### config.mk
export PLATFORM = sky130hd
export DESIGN_NAME = mca_top
export DESIGN_NICKNAME = d
export VERILOG_FILES = /design/src/design/mca_pkg.sv /design/src/design/mca_decide.sv /design/src/design/mca_top.sv
export SDC_FILE = /design/constraint.sdc
export NUM_CORES = 1
export LEC_CHECK = 0
export ABC_AREA = 1
export BUFFER_PORTS_ARGS = -buffer_cell sky130_fd_sc_hd__buf_2
export CAP_MARGIN = 10
export CORE_MARGIN = 8
export CORE_UTILIZATION = 25
export DETAILED_ROUTE_END_ITERATION = 6
export PLACE_DENSITY_LB_ADDON = 0.3
export SLEW_MARGIN = 30
export SYNTH_ARGS = -nofsm -noshare
export SYNTH_HDL_FRONTEND = slang
export SYNTH_SLANG_ARGS = --single-unit
### constraint.sdc
create_clock -name core_clk -period 1.3 [get_ports core_clk]
set_input_delay 0.13 -clock core_clk [delete_from_list [all_inputs] [get_ports core_clk]]
set_output_delay 0.13 -clock core_clk [all_outputs]
set_load 0.03 [all_outputs]
### src/design/mca_pkg.sv
/*
  Package for the memory-management control register block: bit positions
  (big-endian numbering converted to vector indices), reset value and the
  special-register move commands.
  Assumes a 32-bit general-purpose register data path.
*/
package mca_pkg;

  localparam int MCA_WIDTH = 32;

  // Big-endian bit n sits at vector index 31-n.
  localparam int MCA_STORE_ALLOC_INHIBIT_BIT = 31 - 7;
  localparam int MCA_TRANSIENT_ATTR_ENABLE_BIT = 31 - 9;
  localparam int MCA_PAGE_ALLOC_CTRL_ENABLE_BIT = 31 - 10;
  localparam int MCA_DFLUSH_LOCK_EXC_ENABLE_BIT = 31 - 12;
  localparam int MCA_IINVAL_LOCK_EXC_ENABLE_BIT = 31 - 13;
  localparam int MCA_SEARCH_SPACE_BIT = 31 - 15;
  localparam int MCA_SEARCH_IDENT_LSB = 31 - 31;
  localparam int MCA_SEARCH_IDENT_WIDTH = 8;

  // Writable bits; every reserved position reads zero.
  localparam logic [31:0] MCA_WRITE_MASK = 32'h016D00FF;
  localparam logic [31:0] MCA_RESET_VALUE = 32'h00000000;

  // Move command carried on the special-register port.
  typedef enum logic [1:0] {
    MCA_CMD_IDLE = 2'b00,
    MCA_CMD_MOVE_TO = 2'b01,
    MCA_CMD_MOVE_FROM = 2'b10
  } mca_cmd_t;

endpackage

### src/design/mca_decide.sv
/*
  Per-access decision logic: store allocation, transient selection and the
  user-mode cache-locking exception checks.
  Assumes controls come from the register and page attributes from the
  translation buffer entry of the current access.
*/
`timescale 1ns/1ps
module mca_decide
  import mca_pkg::*;
(
  input wire logic store_alloc_inhibit,
  input wire logic transient_attr_enable,
  input wire logic page_alloc_ctrl_enable,
  input wire logic dflush_lock_exc_enable,
  input wire logic iinval_lock_exc_enable,
  input wire logic page_attr_one,
  input wire logic page_attr_two,
  input wire logic page_write_through,
  input wire logic problem_state_bit,
  input wire logic dflush_exec,
  input wire logic iinval_exec,
  output logic store_allocate,
  output logic store_write_cache,
  output logic store_write_memory,
  output logic use_transient,
  output logic lock_exception
);

  // The allocate source is either the page attribute or the global bit.
  always_comb begin
    if (page_alloc_ctrl_enable) begin
      store_allocate = ~page_attr_two;
    end else begin
      store_allocate = ~store_alloc_inhibit;
    end
    store_write_cache = store_allocate;
    // Without allocation memory takes the data whatever write-through says.
    store_write_memory = ~store_allocate | page_write_through;
    use_transient = transient_attr_enable & page_attr_one;
    // Raised before the lock state of the line is known; supervisor never traps.
    lock_exception = problem_state_bit & ((dflush_exec & dflush_lock_exc_enable) |
                     (iinval_exec & iinval_lock_exc_enable));
  end

endmodule

### src/design/mca_top.sv
/*
  Memory-management control register with its store-allocate, transient,
  lock-exception and translation-search controls.
  Assumes the pipeline presents one move or buffer command per cycle,
  synchronous to core_clk.
*/
// Summary of operation
// - Bit 7 clear lets cacheable store misses allocate, set stops allocation.
// - With bit 10 set the page attribute two decides allocation and bit 7 is ignored.
// - With bit 10 clear bit 7 governs allocation for every cacheable store miss.
// - Allocating misses fill the line and write cache, plus memory if write-through.
// - Non-allocating misses write memory only, whatever write-through says.
// - Bit 9 enables page attribute one as the transient selector.
// - Bit 12 set makes a user-mode data flush raise a cache-locking exception.
// - Bit 13 set makes a user-mode instruction invalidate raise the same exception.
// - Bit 15 gives the space value compared by a buffer search.
// - Bits 24:31 give the identifier compared by a buffer search.
// - Bits 24:31 are loaded by buffer read and written into the entry on buffer write.
// - With transient enabled, attribute one at 1 uses the transient portion.
// - With page control enabled, attribute two at 0 allocates, otherwise not.
// - User mode means the problem-state bit is 1; supervisor always proceeds.
// - Software writes the register by move-to and reads it by move-from.
`timescale 1ns/1ps
module mca_top
  import mca_pkg::*;
(
  input wire logic core_clk,
  input wire logic rst_b,
  input wire mca_cmd_t spr_cmd,
  input wire logic [MCA_WIDTH-1:0] spr_wdata,
  output logic [MCA_WIDTH-1:0] spr_rdata,
  input wire logic buf_read_exec,
  input wire logic [MCA_SEARCH_IDENT_WIDTH-1:0] buf_read_ident,
  input wire logic buf_write_exec,
  output logic [MCA_SEARCH_IDENT_WIDTH-1:0] entry_ident,
  output logic search_space,
  output logic [MCA_SEARCH_IDENT_WIDTH-1:0] search_ident,
  input wire logic page_attr_one,
  input wire logic page_attr_two,
  input wire logic page_write_through,
  input wire logic problem_state_bit,
  input wire logic dflush_exec,
  input wire logic iinval_exec,
  output logic store_allocate,
  output logic store_write_cache,
  output logic store_write_memory,
  output logic use_transient,
  output logic lock_exception
);

  // ****************************************
  // Reset release
  // ****************************************

  logic rst_meta_q;
  logic rst_sync_q;

  // Two stages so that release never lands mid-setup on the register.
  always_ff @(posedge core_clk or negedge rst_b) begin
    if (!rst_b) begin
      rst_meta_q <= 1'b0;
      rst_sync_q <= 1'b0;
    end else begin
      rst_meta_q <= 1'b1;
      rst_sync_q <= rst_meta_q;
    end
  end

  // ****************************************
  // Control register
  // ****************************************

  logic [MCA_WIDTH-1:0] ctrl_q;
  logic [MCA_WIDTH-1:0] ctrl_d;
  logic [MCA_WIDTH-1:0] rdata_q;
  logic [MCA_WIDTH-1:0] rdata_d;

  // A move-to takes the masked word; a buffer read overwrites the identifier
  // field and wins if both arrive together since it is the later pipe stage.
  always_comb begin
    ctrl_d = ctrl_q;
    if (spr_cmd == MCA_CMD_MOVE_TO) begin
      ctrl_d = spr_wdata & MCA_WRITE_MASK;
    end
    if (buf_read_exec) begin
      ctrl_d[MCA_SEARCH_IDENT_LSB +: MCA_SEARCH_IDENT_WIDTH] = buf_read_ident;
    end
    rdata_d = rdata_q;
    if (spr_cmd == MCA_CMD_MOVE_FROM) begin
      rdata_d = ctrl_q & MCA_WRITE_MASK;
    end
  end

  always_ff @(posedge core_clk or negedge rst_sync_q) begin
    if (!rst_sync_q) begin
      ctrl_q <= MCA_RESET_VALUE;
      rdata_q <= MCA_RESET_VALUE;
    end else begin
      ctrl_q <= ctrl_d;
      rdata_q <= rdata_d;
    end
  end

  // ****************************************
  // Outputs
  // ****************************************

  // Search and transfer values come straight from register flops.
  always_comb begin
    spr_rdata = rdata_q;
    search_space = ctrl_q[MCA_SEARCH_SPACE_BIT];
    search_ident = ctrl_q[MCA_SEARCH_IDENT_LSB +: MCA_SEARCH_IDENT_WIDTH];
    entry_ident = ctrl_q[MCA_SEARCH_IDENT_LSB +: MCA_SEARCH_IDENT_WIDTH];
  end

  mca_decide u_decide (
    .store_alloc_inhibit(ctrl_q[MCA_STORE_ALLOC_INHIBIT_BIT]),
    .transient_attr_enable(ctrl_q[MCA_TRANSIENT_ATTR_ENABLE_BIT]),
    .page_alloc_ctrl_enable(ctrl_q[MCA_PAGE_ALLOC_CTRL_ENABLE_BIT]),
    .dflush_lock_exc_enable(ctrl_q[MCA_DFLUSH_LOCK_EXC_ENABLE_BIT]),
    .iinval_lock_exc_enable(ctrl_q[MCA_IINVAL_LOCK_EXC_ENABLE_BIT]),
    .page_attr_one(page_attr_one),
    .page_attr_two(page_attr_two),
    .page_write_through(page_write_through),
    .problem_state_bit(problem_state_bit),
    .dflush_exec(dflush_exec),
    .iinval_exec(iinval_exec),
    .store_allocate(store_allocate),
    .store_write_cache(store_write_cache),
    .store_write_memory(store_write_memory),
    .use_transient(use_transient),
    .lock_exception(lock_exception)
  );
endmodule

==> reports/results.tsv <==
metric	value	unit
fin_tns_setup	0	ns
critical_path_class	reg -> out	
instances_no_fill	327	
layout_common_cells	nand2_1 (84), buf_2 (67), dfrtp_1 (30), nand3_1 (27), conb_1 (19)	
start_util	25.8	%
critPathBufInv	1	
cts_tree	done	
path_clk_slew	0.06	ns
die-area	8820	sq um
cp.required	1.17	ns
cp_max_fo	4	
drive_gt1_share	32.9	%
drv_slew	0	
p_switching	0.992	mW
cp_data_arrival_time	1.10	ns
setup_viol	0	
synth_seq_area_share	49.5	%
grt_usage	9.17	%
grt_max_degree	26	
htreeDepth	2	
hold_ws	0.0533	ns
r2r-end	ctrl_q[0]$_DFFE_PN0P_	
grt_pass1_wl	6.44	mm
core	5890	sq um
portBuffers	68	
yosys.area.top_type_share	49.5	%
r2r-start	ctrl_q[0]$_DFFE_PN0P_	
reg2reg_slack	0.59	ns
syn_to_final_growth	24.8	%
ioPinCount	106	
ant_nets	0	
status	finished, final reports clean	
dieWidth	93.9	um
gp_congestion	0.776	
fin_nets	303	
ir_worst_vdd	0.000428	V
synth_warnings	0	
synth_top_area_cell	dfrtp_1	
crit_top_cell	nand2_1	
drt-initial-drc-count	62	
period_share	94.8	%
dp_hpwl	3.12	mm
num_rows	28	
numCtsBuffers	5	
p_seq_share	42.6	%
ys_types	14	
grt_util_met2	14.9	%
synth_area_leaders	dfrtp_1 (49%), nand2_1 (21%), buf_4 (14%)	
reg2regPathDepth	2	
die_y	93.9	um
final_common_cell	nand2_1	
fin_skew	0.00551	ns
cts_max_path_buffers	2	
grt-busiest-layer	met2	
syn_inst	189	
placed_cell_area	1790	sq um
rsz0062_at_grt	false	
max_freq	812	MHz
wl_per_cell	11.9	um
internal_power	1.70	mW
hold_class	reg -> async	
first_pass_iters	4	
pwr_density_cell	1420	nW/um^2
p_leak	1.14	nW
routed_wl	3.90	mm
dp_worst_setup_slack	0.332	ns
power.total	2.69	mW
max_stage_delay	0.40	ns
swShare	36.8	%
num_vias	1290	
finish.utilization	32.2	%
antenna_cells	0	
drc	0	
use_met1	10.7	%
pwr-share-comb	30.0	%
cap_viol_max_count	0	
cts.sinks	30	
crit_family	flip-flops	
fin_crit	1.23	ns
clockRootBuffer	clkbuf_8	
grt_pass1_vias	1344	
grt-ovfl-total	0	
synth_area	1520	sq um
synth_area_per_cell	8.03	sq um
clock_latency	0.27	ns
worst_slack	0.0681	ns
crit_slowest_cell	dfrtp_1	
crit_chain	nand2_1 -> o21a_1 -> nand2_1 -> buf_4	
antenna_found_initial	0	
hold_viol	0	
viasPerCell	3.94	
cp-end-kind	primary output	
placed_cells	318	
crit_path_start_kind	flop	
p_clk_share	27.4	%
final_area	1890	sq um
ys_ff_latch	30	
grt_use_met3	2.96	%
-- how the worst max path moves through the flow --
| stage | from | end | slack (ns) | depth (start not counted) |
|---|---|---|---|---|
| floorplan | ctrl_q[18]$_DFFE_PN0N_ | lock_exception | 0.07 | 2 |
| global placement | spr_cmd[0] | ctrl_q[7]$_DFFE_PN0P_ | 0.33 | 5 |
| detailed placement | spr_cmd[0] | ctrl_q[7]$_DFFE_PN0P_ | 0.33 | 5 |
| CTS | ctrl_q[21]$_DFFE_PN0N_ | store_write_memory | 0.03 | 3 |
| global route | ctrl_q[21]$_DFFE_PN0N_ | store_write_memory | 0.005 | 4 |
| finish | ctrl_q[21]$_DFFE_PN0N_ | store_write_memory | 0.07 | 4 |
-- cell usage after synthesis --
cell       n
nand2_1   84
dfrtp_1   30
buf_4     29
nand3_1   27
inv_1      4
buf_2      3
nand2_2    3
conb_1     2
inv_2      2
a21boi_0   1
buf_6      1
clkbuf_1   1
o21a_1     1
o21ai_0    1
-- repair_timing --
action	CTS	global route
hold buffers	1	0
setup buffers	0	0
gates resized for setup	0	2
setup endpoints to repair	0	1
endpoints found under the hold margin	2	0
-- cells by family after synthesis --
logic type / share of synthesized area, %
buf+inv: 17.8
flops: 49.5
other cells: 0.495
compound gates: 1.32
simple gates: 30.9
-- layout make-up --
class	count	area [sq um]
fillers	659	3990
flip-flops and latches	30	751
multi-input cells	136	561
repair buffers	72	375
well taps	75	93.8
clock buffers	7	86.3
inverters	6	22.5
clock inverters	1	5.00
-- state kept, by name, summed over array words and instances (netlist names) --
name / flops
ctrl_q: 14
rst_meta_q: 1
rst_sync_q: 1
spr_rdata: 14
-- power groups by stage --
stage          Combinational [mW]  Sequential (mW)  Clock (mW)
2_1_floorplan               0.439             1.36           0
3_3_place_gp                0.811             1.16           0
3_5_place_dp                0.814             1.17           0
4_1_cts                     0.819             1.15       0.769
5_1_grt                     0.882             1.17       0.834
6_report                    0.807             1.15       0.739
-- layer usage --
metal  part of all wire, %  wire [um]  vias up
met5                     0          0        -
met3                   7.9        308        4
met1                    44       1720      572
met4                   1.6         63        0
met2                    46       1810       47
li1                      -          -      667
Power figures use the tool's default switching activity.
